==> src/tmr_pkg.sv <==
// Shared constants and types for the timer 0/1 control and external interrupt block
package tmr_pkg;
   // Register indices; byte address is four times the index
   localparam logic [7:0] IDX_RUNFLG = 8'h88;
   localparam logic [7:0] IDX_MODSEL = 8'h89;
   localparam logic [7:0] IDX_LOW0 = 8'h8A;
   localparam logic [7:0] IDX_HIGH0 = 8'h8C;
   localparam logic [7:0] IDX_STS = 8'h90;
   localparam logic [7:0] IDX_MSK = 8'h91;
   localparam logic [7:0] IDX_ACK = 8'h92;
   localparam int ADDR_W = 12;
   localparam logic [11:0] A_RUNFLG = {2'b00, IDX_RUNFLG, 2'b00};
   localparam logic [11:0] A_MODSEL = {2'b00, IDX_MODSEL, 2'b00};
   localparam logic [11:0] A_LOW0 = {2'b00, IDX_LOW0, 2'b00};
   localparam logic [11:0] A_HIGH0 = {2'b00, IDX_HIGH0, 2'b00};
   localparam logic [11:0] A_STS = {2'b00, IDX_STS, 2'b00};
   localparam logic [11:0] A_MSK = {2'b00, IDX_MSK, 2'b00};
   localparam logic [11:0] A_ACK = {2'b00, IDX_ACK, 2'b00};
   // Mode select register fields
   localparam int B_GATING0 = 3;
   localparam int B_CT0 = 2;
   localparam int B_GATE1 = 7;
   // Run and flag register fields
   localparam int B_OVF1 = 7;
   localparam int B_RUN1 = 6;
   localparam int B_OVF0 = 5;
   localparam int B_RUN0 = 4;
   localparam int B_XFLG1 = 3;
   localparam int B_XTYP1 = 2;
   localparam int B_XFLG0 = 1;
   localparam int B_XTYP0 = 0;
   // Status, mask and vector-acknowledge bit layout
   localparam int S_XFLG0 = 0;
   localparam int S_OVF0 = 1;
   localparam int S_XFLG1 = 2;
   localparam int S_OVF1 = 3;
   // Values after reset
   localparam logic [7:0] RST_BYTE = 8'h00;
   localparam logic [3:0] RST_STS = 4'h0;
   localparam logic PIN_IDLE = 1'b1;
   // Bus answers
   localparam logic [1:0] RESP_OKAY = 2'h0;
   localparam logic [1:0] RESP_SLVERR = 2'h2;
   // Timer 0 operating modes
   typedef enum logic [1:0] {
      TMR_M13 = 2'b00,
      TMR_M16 = 2'b01,
      TMR_M8R = 2'b10,
      TMR_MSPLIT = 2'b11
   } tmr_mode_e;
endpackage : tmr_pkg

==> src/tmr_ctrl.sv <==
// Timer 0/1 mode and run control, overflow flags and external interrupt flags
//
// The AXI4-Lite register port and the address map were chosen for this implementation.
`timescale 1ns/10ps
`default_nettype none
module tmr_ctrl (
   input wire logic i_sys_clk,
   input wire logic i_rst_b,
   input wire logic [tmr_pkg::ADDR_W-1:0] i_awaddr,
   input wire logic [2:0] i_awprot,
   input wire logic i_awvalid,
   output logic o_awready,
   input wire logic [31:0] i_wdata,
   input wire logic [3:0] i_wstrb,
   input wire logic i_wvalid,
   output logic o_wready,
   output logic [1:0] o_bresp,
   output logic o_bvalid,
   input wire logic i_bready,
   input wire logic [tmr_pkg::ADDR_W-1:0] i_araddr,
   input wire logic [2:0] i_arprot,
   input wire logic i_arvalid,
   output logic o_arready,
   output logic [31:0] o_rdata,
   output logic [1:0] o_rresp,
   output logic o_rvalid,
   input wire logic i_rready,
   input wire logic i_ext_irq0_pin,
   input wire logic i_ext_irq1_pin,
   input wire logic i_t0_count_pin,
   input wire logic i_t1_overflow,
   output logic o_t1_run,
   output logic [3:0] o_t1_mode,
   output logic [3:0] o_irq_req,
   output logic o_irq
);
   import tmr_pkg::*;

   ////////////////////////////////////////////////////////////////////////////////
   // State
   logic [7:0] msel_r, msel_nxt; // Mode select
   logic [7:0] flg_r, flg_nxt; // Run bits and flags
   logic [7:0] lo0_r, lo0_nxt; // Timer 0 low byte
   logic [7:0] hi0_r, hi0_nxt; // Timer 0 high byte
   logic [3:0] sts_r, sts_nxt; // Sticky event status
   logic [3:0] msk_r, msk_nxt; // Interrupt mask
   logic irq_r, irq_nxt;
   logic t1run_r, t1run_nxt;
   logic bvalid_r, bvalid_nxt;
   logic [1:0] bresp_r, bresp_nxt;
   logic rvalid_r, rvalid_nxt;
   logic [1:0] rresp_r, rresp_nxt;
   logic [31:0] rdata_r, rdata_nxt;
   // Synchronised pins: [0] ext 0, [1] ext 1, [2] count pin
   logic [2:0] pin_lvl, pin_fall;
   // Decoded strobes
   logic wr_go, wr_en, whit;
   logic wr_flg, wr_msel, wr_tl, wr_th, wr_sts, wr_msk, wr_ack;
   logic rd_go;
   // Counting terms
   tmr_mode_e t0_mode;
   logic t0_en, t0_step, th_step, t0_ovf, th_ovf;
   logic [3:0] ev; // Flag rising events, status layout

   ////////////////////////////////////////////////////////////////////////////////
   // Pin synchronisers
   tmr_pin_sync #(.N(3)) tmr_pin_sync_i (
      .i_sys_clk(i_sys_clk),
      .i_rst_b(i_rst_b),
      .i_pin({i_t0_count_pin, i_ext_irq1_pin, i_ext_irq0_pin}),
      .o_level(pin_lvl),
      .o_fall(pin_fall)
   );

   ////////////////////////////////////////////////////////////////////////////////
   // Bus slave: write address and data taken together, one write pending
   assign wr_go = i_awvalid & i_wvalid & ~bvalid_r;
   assign o_awready = wr_go;
   assign o_wready = wr_go;
   assign wr_en = wr_go & i_wstrb[0]; // Only byte lane 0 carries data
   assign rd_go = i_arvalid & ~rvalid_r;
   assign o_arready = ~rvalid_r;

   // Write address decode
   always_comb begin
      wr_flg = 1'b0;
      wr_msel = 1'b0;
      wr_tl = 1'b0;
      wr_th = 1'b0;
      wr_sts = 1'b0;
      wr_msk = 1'b0;
      wr_ack = 1'b0;
      whit = 1'b1;
      if (i_awaddr == A_RUNFLG) begin
         wr_flg = wr_en;
      end else if (i_awaddr == A_MODSEL) begin
         wr_msel = wr_en;
      end else if (i_awaddr == A_LOW0) begin
         wr_tl = wr_en;
      end else if (i_awaddr == A_HIGH0) begin
         wr_th = wr_en;
      end else if (i_awaddr == A_STS) begin
         wr_sts = wr_en;
      end else if (i_awaddr == A_MSK) begin
         wr_msk = wr_en;
      end else if (i_awaddr == A_ACK) begin
         wr_ack = wr_en;
      end else begin
         whit = 1'b0;
      end
   end

   // Responses: one cycle after acceptance, held until taken
   always_comb begin
      bvalid_nxt = bvalid_r & ~i_bready;
      bresp_nxt = bresp_r;
      rvalid_nxt = rvalid_r & ~i_rready;
      rresp_nxt = rresp_r;
      rdata_nxt = rdata_r;
      if (wr_go) begin
         bvalid_nxt = 1'b1;
         bresp_nxt = whit ? RESP_OKAY : RESP_SLVERR;
      end
      if (rd_go) begin
         rvalid_nxt = 1'b1;
         rresp_nxt = RESP_OKAY;
         rdata_nxt = 32'h0000_0000;
         if (i_araddr == A_RUNFLG) begin
            rdata_nxt[7:0] = flg_r;
         end else if (i_araddr == A_MODSEL) begin
            rdata_nxt[7:0] = msel_r;
         end else if (i_araddr == A_LOW0) begin
            rdata_nxt[7:0] = lo0_r;
         end else if (i_araddr == A_HIGH0) begin
            rdata_nxt[7:0] = hi0_r;
         end else if (i_araddr == A_STS) begin
            rdata_nxt[3:0] = sts_r;
         end else if (i_araddr == A_MSK) begin
            rdata_nxt[3:0] = msk_r;
         end else if (i_araddr == A_ACK) begin
            rdata_nxt[3:0] = 4'h0; // Write-only, reads zero
         end else begin
            rresp_nxt = RESP_SLVERR;
         end
      end
   end

   ////////////////////////////////////////////////////////////////////////////////
   // Timer 0 counting
   assign t0_mode = tmr_mode_e'(msel_r[1:0]);
   // Run bit gated by the ext 0 pin when gating is selected
   assign t0_en = flg_r[B_RUN0] & (~msel_r[B_GATING0] | pin_lvl[0]);
   // Count pin edges or every core clock (no divide-by-12)
   assign t0_step = t0_en & (msel_r[B_CT0] ? pin_fall[2] : 1'b1);
   // Split high byte: internal clock only, Timer 1 run bit
   assign th_step = (t0_mode == TMR_MSPLIT) & flg_r[B_RUN1];

   // Count next values; a bus write to a byte wins over counting
   always_comb begin
      lo0_nxt = lo0_r;
      hi0_nxt = hi0_r;
      t0_ovf = 1'b0;
      th_ovf = 1'b0;
      case (t0_mode)
         TMR_M13: begin
            // Low five bits prescale, upper three stay as they are
            if (t0_step) begin
               lo0_nxt[4:0] = lo0_r[4:0] + 5'h01;
               if (&lo0_r[4:0]) begin
                  hi0_nxt = hi0_r + 8'h01;
                  t0_ovf = &hi0_r;
               end
            end
         end
         TMR_M16: begin
            if (t0_step) begin
               {hi0_nxt, lo0_nxt} = {hi0_r, lo0_r} + 16'h0001;
               t0_ovf = &{hi0_r, lo0_r};
            end
         end
         TMR_M8R: begin
            if (t0_step) begin
               lo0_nxt = (&lo0_r) ? hi0_r : lo0_r + 8'h01;
               t0_ovf = &lo0_r;
            end
         end
         default: begin
            if (t0_step) begin
               lo0_nxt = lo0_r + 8'h01;
               t0_ovf = &lo0_r;
            end
            if (th_step) begin
               hi0_nxt = hi0_r + 8'h01;
               th_ovf = &hi0_r;
            end
         end
      endcase
      // Run bits never touch the bytes; only these writes do
      if (wr_tl) begin
         lo0_nxt = i_wdata[7:0];
      end
      if (wr_th) begin
         hi0_nxt = i_wdata[7:0];
      end
   end

   ////////////////////////////////////////////////////////////////////////////////
   // Run bits and flags; hardware set wins over any clear
   always_comb begin
      msel_nxt = wr_msel ? i_wdata[7:0] : msel_r;
      flg_nxt = wr_flg ? i_wdata[7:0] : flg_r;
      // Vectoring clears timer flags
      if (wr_ack & i_wdata[S_OVF0]) begin
         flg_nxt[B_OVF0] = 1'b0;
      end
      if (wr_ack & i_wdata[S_OVF1]) begin
         flg_nxt[B_OVF1] = 1'b0;
      end
      if (t0_ovf) begin
         flg_nxt[B_OVF0] = 1'b1;
      end
      if (th_ovf | i_t1_overflow) begin
         flg_nxt[B_OVF1] = 1'b1;
      end
      // External flags: k = 0 and 1 share one layout two bits apart
      for (int k = 0; k < 2; k++) begin
         if (flg_nxt[B_XTYP0 + 2*k]) begin
            // Edge mode: falling edge sets, vectoring clears
            if (wr_ack & i_wdata[S_XFLG0 + 2*k]) begin
               flg_nxt[B_XFLG0 + 2*k] = 1'b0;
            end
            if (pin_fall[k]) begin
               flg_nxt[B_XFLG0 + 2*k] = 1'b1;
            end
         end else begin
            // Level mode: flag follows the pin, software cannot hold it
            flg_nxt[B_XFLG0 + 2*k] = ~pin_lvl[k];
         end
      end
   end

   ////////////////////////////////////////////////////////////////////////////////
   // Sticky status, mask and interrupt line
   assign ev[S_XFLG0] = flg_nxt[B_XFLG0] & ~flg_r[B_XFLG0];
   assign ev[S_OVF0] = flg_nxt[B_OVF0] & ~flg_r[B_OVF0];
   assign ev[S_XFLG1] = flg_nxt[B_XFLG1] & ~flg_r[B_XFLG1];
   assign ev[S_OVF1] = flg_nxt[B_OVF1] & ~flg_r[B_OVF1];

   // Write-one-to-clear; a new event in the same cycle survives
   always_comb begin
      sts_nxt = (wr_sts ? (sts_r & ~i_wdata[3:0]) : sts_r) | ev;
      msk_nxt = wr_msk ? i_wdata[3:0] : msk_r;
      irq_nxt = |(sts_nxt & msk_nxt);
      // Timer 1 enable: run bit, its own gate, and not in mode 11
      t1run_nxt = flg_nxt[B_RUN1] & (msel_nxt[5:4] != 2'b11)
         & (~msel_nxt[B_GATE1] | pin_lvl[1]);
   end

   ////////////////////////////////////////////////////////////////////////////////
   // Registers
   always_ff @(posedge i_sys_clk) begin
      if (!i_rst_b) begin
         msel_r <= RST_BYTE;
         flg_r <= RST_BYTE;
         lo0_r <= RST_BYTE;
         hi0_r <= RST_BYTE;
         sts_r <= RST_STS;
         msk_r <= RST_STS;
         irq_r <= 1'b0;
         t1run_r <= 1'b0;
         bvalid_r <= 1'b0;
         bresp_r <= RESP_OKAY;
         rvalid_r <= 1'b0;
         rresp_r <= RESP_OKAY;
         rdata_r <= 32'h0000_0000;
      end else begin
         msel_r <= msel_nxt;
         flg_r <= flg_nxt;
         lo0_r <= lo0_nxt;
         hi0_r <= hi0_nxt;
         sts_r <= sts_nxt;
         msk_r <= msk_nxt;
         irq_r <= irq_nxt;
         t1run_r <= t1run_nxt;
         bvalid_r <= bvalid_nxt;
         bresp_r <= bresp_nxt;
         rvalid_r <= rvalid_nxt;
         rresp_r <= rresp_nxt;
         rdata_r <= rdata_nxt;
      end
   end

   // Outputs
   assign o_bvalid = bvalid_r;
   assign o_bresp = bresp_r;
   assign o_rvalid = rvalid_r;
   assign o_rresp = rresp_r;
   assign o_rdata = rdata_r;
   assign o_irq = irq_r;
   assign o_t1_run = t1run_r;
   assign o_t1_mode = msel_r[7:4];
   assign o_irq_req = {flg_r[B_OVF1], flg_r[B_XFLG1], flg_r[B_OVF0], flg_r[B_XFLG0]};

   logic nowr;
   assign nowr = ~(wr_tl | wr_th | wr_flg | wr_msel);
endmodule : tmr_ctrl
`default_nettype wire

==> src/tmr_pin_sync.sv <==
// Three-stage pin synchroniser with agreement filter and falling-edge pulse
`timescale 1ns/10ps
`default_nettype none
module tmr_pin_sync #(
   parameter int N = 3
) (
   input wire logic i_sys_clk,
   input wire logic i_rst_b,
   input wire logic [N-1:0] i_pin,
   output logic [N-1:0] o_level,
   output logic [N-1:0] o_fall
);
   import tmr_pkg::*;

   if (N < 1) begin : g_bad_n
      $error("tmr_pin_sync: N must be at least 1");
   end

   ////////////////////////////////////////////////////////////////////////////////
   for (genvar k = 0; k < N; k++) begin : g_bit
      logic s1_r, s2_r, s3_r; // Stage one feeds stage two only
      logic lvl_r, lvl_nxt; // Accepted level
      logic fall_r, fall_nxt; // One-cycle falling pulse
      // Accept a new level only once stages two and three agree
      always_comb begin
         lvl_nxt = (s2_r == s3_r) ? s2_r : lvl_r;
         fall_nxt = lvl_r & ~lvl_nxt;
      end
      // Registers; pins idle high so reset does not fake an edge
      always_ff @(posedge i_sys_clk) begin
         if (!i_rst_b) begin
            s1_r <= PIN_IDLE;
            s2_r <= PIN_IDLE;
            s3_r <= PIN_IDLE;
            lvl_r <= PIN_IDLE;
            fall_r <= 1'b0;
         end else begin
            s1_r <= i_pin[k];
            s2_r <= s1_r;
            s3_r <= s2_r;
            lvl_r <= lvl_nxt;
            fall_r <= fall_nxt;
         end
      end
      assign o_level[k] = lvl_r;
      assign o_fall[k] = fall_r;
   end
endmodule : tmr_pin_sync
`default_nettype wire

==> config.mk <==
export PLATFORM = sky130hd
export DESIGN_NAME = tmr_ctrl
export DESIGN_NICKNAME = d
export VERILOG_FILES = /design/src/tmr_pkg.sv /design/src/tmr_ctrl.sv /design/src/tmr_pin_sync.sv
export SDC_FILE = /design/constraint.sdc
export NUM_CORES = 1
export LEC_CHECK = 0
export ABC_AREA = 1
export BUFFER_PORTS_ARGS = -buffer_cell sky130_fd_sc_hd__buf_2
export CORE_MARGIN = 2
export CORE_UTILIZATION = 45
export DETAILED_ROUTE_END_ITERATION = 10
export GPL_ROUTABILITY_DRIVEN = 1
export PLACE_DENSITY_LB_ADDON = 0.12
export SYNTH_ARGS = -nofsm -noshare
export SYNTH_HDL_FRONTEND = slang
export SYNTH_SLANG_ARGS = --single-unit
==> constraint.sdc <==
create_clock -name i_sys_clk -period 1.9 [get_ports i_sys_clk]
set_input_delay 0.475 -clock i_sys_clk [delete_from_list [all_inputs] [get_ports i_sys_clk]]
set_output_delay 0.475 -clock i_sys_clk [all_outputs]
set_load 0.005 [all_outputs]
; Yosys cells after proc, flatten, opt, wreduce, memory -nomap -nowiden
; Index checks and enable logic that the tools add are counted.
[word_totals]
regBits = 71
output_inout_bits = 51
[classes]
n_addsub = 4
eq_ne = 26
muxes = 91
bitwise_logic = 44
reduce_logical = 11
[ops]
columns = operator, count
row1 = "12-bit by 10-bit equality test with 1-bit output, second input constant", 14
row2 = 8-bit 2-to-1 mux, 15
row3 = 1-bit 2-to-1 mux, 57
row4 = 4-bit 2-to-1 mux, 6
row5 = 8-bit case mux with 3 select lines, 1
row6 = 1-bit AND, 22
row7 = "16-bit by 1-bit adder with 16-bit output, second input constant", 1
row8 = "8-bit by 1-bit adder with 8-bit output, second input constant", 2
row9 = 2-bit 2-to-1 mux, 8
row10 = 16-bit AND reduction, 1
row11 = 8-bit AND reduction, 2
row12 = 1-bit NOT, 15
row13 = 5-bit case mux with 3 select lines, 1
row14 = 5-bit AND reduction, 2
row15 = "3-bit != test, second input constant", 3
row16 = 3-bit case mux with 3 select lines, 1
row17 = 4-bit AND, 2
row18 = "2-bit != test, second input constant", 3
row19 = "5-bit by 1-bit adder with 5-bit output, second input constant", 1
row20 = 5-bit 2-to-1 mux, 1
row21 = "2-bit equality test, second input constant", 2
row22 = 4-bit NOT, 1
row23 = 4-bit OR, 1
row24 = 4-bit nonzero test, 1
row25 = 9 further kinds, 13

; Logic depth before layout (Yosys ltp)
; Gate-level depths: netlist of run 1.
[depth]
depth_word = 18
mapped_depth = 16
ltp_nobuf = 15

; By module
; From an unflattened synthesis of run 1, not the netlist that was laid out.
[hier_totals]
cells_unflattened = 643
area_unflattened_um2 = 4317.9
[by_module_without_submodules]
columns = mod, n_inst, cells_each, area_per_inst_um2, seq_area_each_um2
row1 = tmr_ctrl, 1, 584, 3789.9, 1081.0
row2 = tmr_pin_sync, 1, 59, 528.0, 300.3

; Worst setup path before layout of run 1
; Ideal clock, no wire load.
[synth_path]
path_type = input -> register
from = in i_awaddr[8] in the netlist's numbering
to = reg irq_r, in the netlist o_irq
setup_time_ns = 0.128
arrival_time_ns = 1.636
t_required_ns = 1.772
slack_ns = 0.137
cell_stages = 15
n_path_buf = 1
path_cell_list = nor2_1 -> nand2_2 -> nor2_4 -> nand3_2 -> buf_6 -> nand2_4 -> nand2_4 -> nor2_4 -> nand2_2 -> nand3_2 -> nand2_1 -> nand2_1 -> nand2_1 -> nor2_1 -> nor2_1
[synth_between]
elab_chain_cells = 16
elab_cells_between_ends = 50
cone_classes = eq/ne (7) / mux (32) / bitwise (10) / reduce/logical (1)
[synth_lines]
columns = element, line
row1 = start: declaration, tmr_ctrl.sv:9  ; input wire logic [tmr_pkg::ADDR_W-1:0] i_awaddr,
row2 = 12-bit by 10-bit equality test with 1-bit output, tmr_ctrl.sv:106  ; end else if (i_awaddr == A_ACK) begin
row3 = 1-bit 2-to-1 mux, tmr_ctrl.sv:106
row4 = 1-bit 2-to-1 mux, tmr_ctrl.sv:104  ; end else if (i_awaddr == A_MSK) begin
row5 = 1-bit 2-to-1 mux, tmr_ctrl.sv:102  ; end else if (i_awaddr == A_STS) begin
row6 = 1-bit 2-to-1 mux, tmr_ctrl.sv:100  ; end else if (i_awaddr == A_HIGH0) begin
row7 = 1-bit 2-to-1 mux, tmr_ctrl.sv:98  ; end else if (i_awaddr == A_LOW0) begin
row8 = 1-bit 2-to-1 mux, tmr_ctrl.sv:96  ; end else if (i_awaddr == A_MODSEL) begin
row9 = 1-bit 2-to-1 mux, tmr_ctrl.sv:94  ; if (i_awaddr == A_RUNFLG) begin
row10 = 1-bit AND, tmr_ctrl.sv:229  ; if (wr_ack & i_wdata[S_XFLG0 + 2*k]) begin
row11 = 1-bit 2-to-1 mux, tmr_ctrl.sv:229
row12 = 1-bit 2-to-1 mux, tmr_ctrl.sv:232  ; if (pin_fall[k]) begin
row13 = 1-bit 2-to-1 mux, tmr_ctrl.sv:227  ; if (flg_nxt[B_XTYP0 + 2*k]) begin
row14 = 1-bit AND (on tied branches), "tmr_ctrl.sv:244, tmr_ctrl.sv:246"
row15 = 4-bit OR, tmr_ctrl.sv:251  ; sts_nxt = (wr_sts ? (sts_r & ~i_wdata[3:0]) : sts_r) | ev;
row16 = 4-bit AND (*), tmr_ctrl.sv:253  ; irq_nxt = |(sts_nxt & msk_nxt);
row17 = 4-bit OR reduction (*), tmr_ctrl.sv:253
row18 = end signal: assignment, tmr_ctrl.sv:283  ; irq_r <= irq_nxt;
row19 = end: declaration, tmr_ctrl.sv:47  ; logic irq_r, irq_nxt;
; Every way passes the cells marked *; elsewhere a longest branch is shown, timed or not.
; A chain may end at the register's enable or synchronous reset.

; Final worst setup path of run 1
[layout_path]
from = reg lo0_r[0]
to = reg hi0_r[3]
[layout_between]
elab_chain_cells = 4
elab_cells_between_ends = 7
cone_classes = add/sub (1) / eq/ne (1) / mux (3) / reduce/logical (2)
[layout_lines]
columns = element, line
row1 = start: declaration, tmr_ctrl.sv:43  ; logic [7:0] lo0_r, lo0_nxt;
row2 = start signal: assignment, tmr_ctrl.sv:279  ; lo0_r <= lo0_nxt;
row3 = 16-bit by 1-bit adder with 16-bit output, tmr_ctrl.sv:177  ; {hi0_nxt, lo0_nxt} = {hi0_r, lo0_r} + 16'h0001;
row4 = 8-bit 2-to-1 mux, tmr_ctrl.sv:176  ; if (t0_step) begin
row5 = 8-bit case mux with 3 select lines, tmr_ctrl.sv:164  ; case (t0_mode)
row6 = 8-bit 2-to-1 mux, tmr_ctrl.sv:202  ; if (wr_th) begin
row7 = end signal: assignment, tmr_ctrl.sv:280  ; hi0_r <= hi0_nxt;
row8 = end: declaration, tmr_ctrl.sv:44  ; logic [7:0] hi0_r, hi0_nxt;
; Several ways; a longest one is shown, not always the timed one. The select of a mux whose other input is x is not followed.

==> impl_metrics.env, run 1 <==
export IMPL_cts_tree="done"
export IMPL_synthMostInstantiatedCell="nand2_1"
export IMPL_status="finished clean"
export IMPL_cellPowerDensity_nw_per_um2=542
export IMPL_synth_edf_count=0
export IMPL_syn_avg_cell_area_um2=6.87
export IMPL_nets=828
export IMPL_grt_setup_unrepaired="true"
export IMPL_slowest_stage="dfxtp_2"
export IMPL_h_tree_depth=3
export IMPL_post_route_drc_count=0
export IMPL_slew_viol_final=0
export IMPL_synth_top_area_share_pct=32.2
export IMPL_maxCapViolCount=0
export IMPL_detail_route_vias_per_cell=4.87
export IMPL_finClkSkew_ps=11.8
export IMPL_totalWireLength_um=12000
export IMPL_clock_root_buffer="clkbuf_8"
export IMPL_drt_iter0_drc=144
export IMPL_netlist_top_cells_count="nand2_1, inv_1, dfxtp_1, nor2_1, a21oi_1"
export IMPL_place_congestion=0.875
export IMPL_grt_pass1_wl_um=19500
export IMPL_vdd_drop_max_mv=0.308
export IMPL_pin_count=128
export IMPL_final_cells=877
export IMPL_synth_fa_ha_area_share_pct=2.56
export IMPL_start_kind="register"
export IMPL_synth_ff_type="dfxtp_1"
export IMPL_placed_cells=859
export IMPL_yosys_area_top_type="dfxtp_1"
export IMPL_clk_pin_slew_ps=90
export IMPL_cp_arrival_ps=2050
export IMPL_hold_ws_ps=307
export IMPL_synth_top_family_by_area="simple AND/OR/NAND/NOR gates"
export IMPL_crit_fanout=4
export IMPL_hold_viol=0
export IMPL_path_cells="ha_4 > nand2_2 > nor2_1 > ha_2 > nand2_2 > a21oi_2 > nand2_2 > buf_4 > nor2_1 > xor2_1 > a21oi_1"
export IMPL_grt_use_total_pct=24.5
export IMPL_rows=35
export IMPL_diodes=0
export IMPL_firstDrtPassIters=5
export IMPL_fp_dieW_um=102
export IMPL_synthCells=625
export IMPL_initial_core_util_pct=46.5
export IMPL_cts_made_buffers=9
export IMPL_synth_compound_area_share_pct=15.7
export IMPL_grt_max_degree=24
export IMPL_synthMuxAreaShare_pct=0
export IMPL_period_share_pct=94.8
export IMPL_holdCritPathClass="in -> reg"
export IMPL_clock_path_buffers=2
export IMPL_coreArea_um2=9240
export IMPL_antenna_found_initial=0
export IMPL_synthSimpleGateAreaFrac_pct=31.3
export IMPL_die_h_um=102
export IMPL_synth_seq_cells=69
export IMPL_grt_overflow=0
export IMPL_mappedNetlistArea_um2=4290
export IMPL_dieArea_um2=10300
export IMPL_cp_common_cell="nand2_2"
export IMPL_cpPeakStageDelay_ps=360
export IMPL_ys_warnings_count=0
export IMPL_dpl_hpwl_um=9520
export IMPL_grt_pass1_vias=4050
export IMPL_ys_top_cells_by_area="dfxtp_1, nand2_1, inv_1"
export IMPL_ant_nets=0
export IMPL_yosys_cell_types_count=45
export IMPL_dr_total_vias=4273
export IMPL_crit_path_end_kind="register"
export IMPL_p_leak_nw=2.51
export IMPL_path_buf_inv=1
export IMPL_max_freq_ghz=0.555
export IMPL_place_area_um2=5020
export IMPL_crit_family="simple AND/OR/NAND/NOR gates"
export IMPL_stdcell_area_um2=5330
export IMPL_synthXorXnorAreaFrac_pct=2.04
export IMPL_crit_required_ps=2150
export IMPL_drive_gt1_share_pct=29.7
export IMPL_post_drt_wl_per_cell_um=13.7
export IMPL_setup_viol=0
export IMPL_syn_to_final_growth_pct=24.2
export IMPL_cts_num_sinks=69
export IMPL_ys_seq_area_share_pct=32.2
export IMPL_ys_async_sr_fraction_pct=0
export IMPL_io_buffers=68
export IMPL_fin_crit_ps=1800
export IMPL_crit_type="reg -> reg"
export IMPL_fillCellCount=930
export IMPL_insertion_delay_ps=350
metal layers:
layer  share of wire (%)  vias up  GRT usage (%)
met3                 5.3       26           4.76
met1                  45     1912           30.9
li1                    -     2194              -
met5                   0        -              0
met2                  47      141           41.3
met4                 2.8        0           9.15
placed cells by master (no fill, tap or decap), types with 11 or more instances in the layout:
cell and instances:
nand2_1 135, inv_1 87, buf_2 68, dfxtp_1 64
buf_4 60, nor2_1 53, a21oi_1 43, conb_1 26
o21ai_0 22, nand3_1 16, nand4_1 14, inv_2 11
o211ai_1 11
metrics by stage:
stage	setup slack [ps]	utilization [%]	setup TNS [ps]	power, W
2_1_floorplan	137	-	0	0.00167
3_3_place_gp	-140	54.3	-601	0.00175
3_5_place_dp	-169	54.3	-987	0.00175
4_1_cts	55.5	56.4	0	0.00291
5_1_grt	-35.7	57.7	-81.7	0.00301
6_report	98.6	57.7	0	0.00289
timing repair:
item,CTS,global route
pin swaps,0,10
buffers inserted,0,2
gates resized for setup,1,33
endpoints found under the setup margin,1,13
hold buffers,0,0
power by group:
group | internal [W] | leakage (nW) | switching, W
Clock | 0.000504 | 0.0903 | 0.000668
Combinational | 0.0000937 | 1.86 | 0.000154
Sequential | 0.00146 | 0.562 | 0.00000773
Total | 0.00206 | 2.51 | 0.000830
flip-flops by register name (all words and copies together) (netlist names):
register and cells:
msel_r 8, flg_r 8, hi0_r 8, o_bresp 1, o_irq 1, msk_r 4, tmr_pin_sync_i.g_bit.s2_r 3, tmr_pin_sync_i.g_bit.lvl_r 3
o_t1_run 1, o_rdata 8, tmr_pin_sync_i.g_bit.s1_r 3, tmr_pin_sync_i.g_bit.s3_r 3, o_rvalid 1, o_rresp 1, lo0_r 8, o_bvalid 1
tmr_pin_sync_i.g_bit.fall_r 3, sts_r 4
final timing paths:
check	start	to	slack (ps)	depth (start not counted)
worst min-delay path	i_t0_count_pin	tmr_pin_sync_i.g_bit[2].s1_r$_SDFF_PN1_	310	2
worst max-delay path	lo0_r[0]$_SDFFE_PN0P_	hi0_r[3]$_SDFFE_PN0P_	100	11
worst max register to register	lo0_r[0]$_SDFFE_PN0P_	hi0_r[3]$_SDFFE_PN0P_	100	11
worst min register to register	tmr_pin_sync_i.g_bit[1].s1_r$_SDFF_PN1_	tmr_pin_sync_i.g_bit[1].s2_r$_SDFF_PN1_	420	1
cells by family after synthesis:
kind of cell / after synthesis
adder cells (fa/ha/maj): 9
other: 1
XOR/XNOR: 10
AO/OA/AOI/OAI: 115
flip-flops: 69
buffers and inverters: 145
AND/OR/NAND/NOR: 276
layout make-up:
class	instances	area (um^2)	area share [%]
clock buffer	9	124	2.32
multi-input combinational	436	2410	45.3
timing repair buffer	129	811	15.2
clock inverter	7	63.8	1.20
inverter	98	368	6.90
sequential	69	1390	26.1
tap	129	161	3.03
Power figures use the tool's default switching activity.
==> run 2, diff against run 1 <==
- CORE_ASPECT_RATIO: not set -> 0.5
- CORE_MARGIN: 2 -> not set
- SYNTH_HIERARCHICAL: not set -> 1
==> impl_metrics.env, run 2 <==
export IMPL_path_cells="ha_4 > nand2_4 > nor2_4 > ha_4 > nand2_1 > inv_1 > nor2_1 > nor2_1 > nand2_2 > nor3_2 > nand2_1 > a21oi_2 > o21ai_1 > nand2_1 > inv_1"
export IMPL_post_route_drc_count=0
export IMPL_holdCritPathClass="in -> reg"
export IMPL_grt_max_degree=40
export IMPL_fin_ws_ps=-26.2
export IMPL_dr_total_vias=4430
export IMPL_totalWireLength_um=12300
export IMPL_ant_nets=0
export IMPL_p_leak_nw=2.57
export IMPL_hold_ws_ps=312
export IMPL_grt_pass1_vias=3869
export IMPL_crit_fanout=5
export IMPL_cp_common_cell="nand2_1"
export IMPL_syn_avg_cell_area_um2=6.71
export IMPL_tightest_slew_ps=543
export IMPL_start_kind="register"
export IMPL_cts_hold_buf=0
export IMPL_grt_overflow=0
export IMPL_nets=849
export IMPL_coreArea_um2=9010
export IMPL_vdd_drop_max_mv=0.433
export IMPL_cellPowerDensity_nw_per_um2=610
export IMPL_cts_made_buffers=9
export IMPL_dieArea_um2=10000
export IMPL_cts_num_sinks=69
export IMPL_drt_iter0_drc=389
export IMPL_period_share_pct=101
export IMPL_cpPeakStageDelay_ps=350
export IMPL_place_congestion=0.941
export IMPL_ys_warnings_count=6
export IMPL_h_tree_depth=3
export IMPL_tns_ps=-26.2
export IMPL_cts_tree="done"
export IMPL_antenna_found_initial=0
export IMPL_max_freq_ghz=0.519
export IMPL_drive_gt1_share_pct=26.9
export IMPL_fin_crit_ps=1930
export IMPL_status="complete, but fails checks"
export IMPL_initial_core_util_pct=47.8
export IMPL_firstDrtPassIters=5
export IMPL_clk_pin_slew_ps=60
export IMPL_clock_path_buffers=2
export IMPL_diodes=0
export IMPL_slowest_stage="dfxtp_2"
export IMPL_grt_use_total_pct=25.7
export IMPL_synthCells=642
export IMPL_dpl_hpwl_um=9380
export IMPL_post_drt_wl_per_cell_um=13.9
export IMPL_finClkSkew_ps=7.52
export IMPL_final_common_cell="nand2_1"
export IMPL_io_buffers=68
export IMPL_path_buf_inv=2
export IMPL_crit_required_ps=2140
export IMPL_syn_to_final_growth_pct=26.1
export IMPL_slew_headroom_pct=63.4
export IMPL_grt_pass1_wl_um=19500
export IMPL_mappedNetlistArea_um2=4310
export IMPL_pin_count=128
export IMPL_maxCapViolCount=0
export IMPL_final_cell_mix="nand2_1, inv_1, buf_2"
export IMPL_cp_arrival_ps=2170
export IMPL_rows=24
export IMPL_crit_family="simple AND/OR/NAND/NOR gates"
export IMPL_crit_type="reg -> reg"
export IMPL_grt_setup_unrepaired="true"
export IMPL_setup_viol=1
export IMPL_fp_dieW_um=140
export IMPL_failed_checks="setup timing"
export IMPL_slew_viol_final=0
export IMPL_hold_viol=0
export IMPL_clock_root_buffer="clkbuf_16"
export IMPL_crit_path_end_kind="register"
export IMPL_die_h_um=71.2
export IMPL_detail_route_vias_per_cell=5.00
export IMPL_insertion_delay_ps=340
[run 2: report_power, final]
part	leakage, nW	switching, W	total (W)	internal (W)
registers	0.561	0.00000769	0.00147	0.00146
logic	1.87	0.000156	0.000252	0.0000958
clock network	0.137	0.000692	0.00159	0.000901
[run 2: area by class of cell]
class	count	area, um^2
tap	117	146
inverter	99	374
sequential	69	1390
timing repair buffer	135	856
multi-input combinational	450	2390
fill	876	3570
clock inverter	7	56.3
clock buffer	9	225
[run 2: final timing paths]
path	from	end	slack, ps	cells after the start
setup / recovery	lo0_r[1]$_SDFFE_PN0P_	hi0_r[7]$_SDFFE_PN0P_	-30	15
hold / removal	i_ext_irq1_pin	tmr_pin_sync_i/g_bit[1].s1_r$_SDFF_PN1_	310	2
hold reg to reg	tmr_pin_sync_i/g_bit[0].s1_r$_SDFF_PN1_	tmr_pin_sync_i/g_bit[0].s2_r$_SDFF_PN1_	410	1
setup reg to reg	lo0_r[1]$_SDFFE_PN0P_	hi0_r[7]$_SDFFE_PN0P_	-30	15
[run 2: through the flow]
step / worst slack [ps] / area, um^2 / cells / utilization, % / total power, W
after floorplan: 152 / 4400 / 667 / - / 0.00166
after global placement: -130 / 5020 / 866 / 55.8 / 0.00175
after detailed placement: -115 / 5020 / 866 / 55.8 / 0.00175
after CTS: 17.6 / 5310 / 882 / 58.9 / 0.00335
after global routing: -169 / 5440 / 886 / 60.3 / 0.00344
final: -26.2 / 5440 / 886 / 60.3 / 0.00332
[run 2: timing repair]
item,in CTS,in global routing
pin swaps,0,10
resized for setup,1,29
endpoints found under the setup margin,2,15
setup buffers,0,4
[run 2: per-layer routing]
layer / share of wire, % / vias up / track usage, %
met5: 0 / - / 0
met1: 49 / 1975 / 37.4
met3: 8.5 / 16 / 5.82
met2: 41 / 183 / 38.0
li1: - / 2256 / -
met4: 1.3 / 0 / 6.84
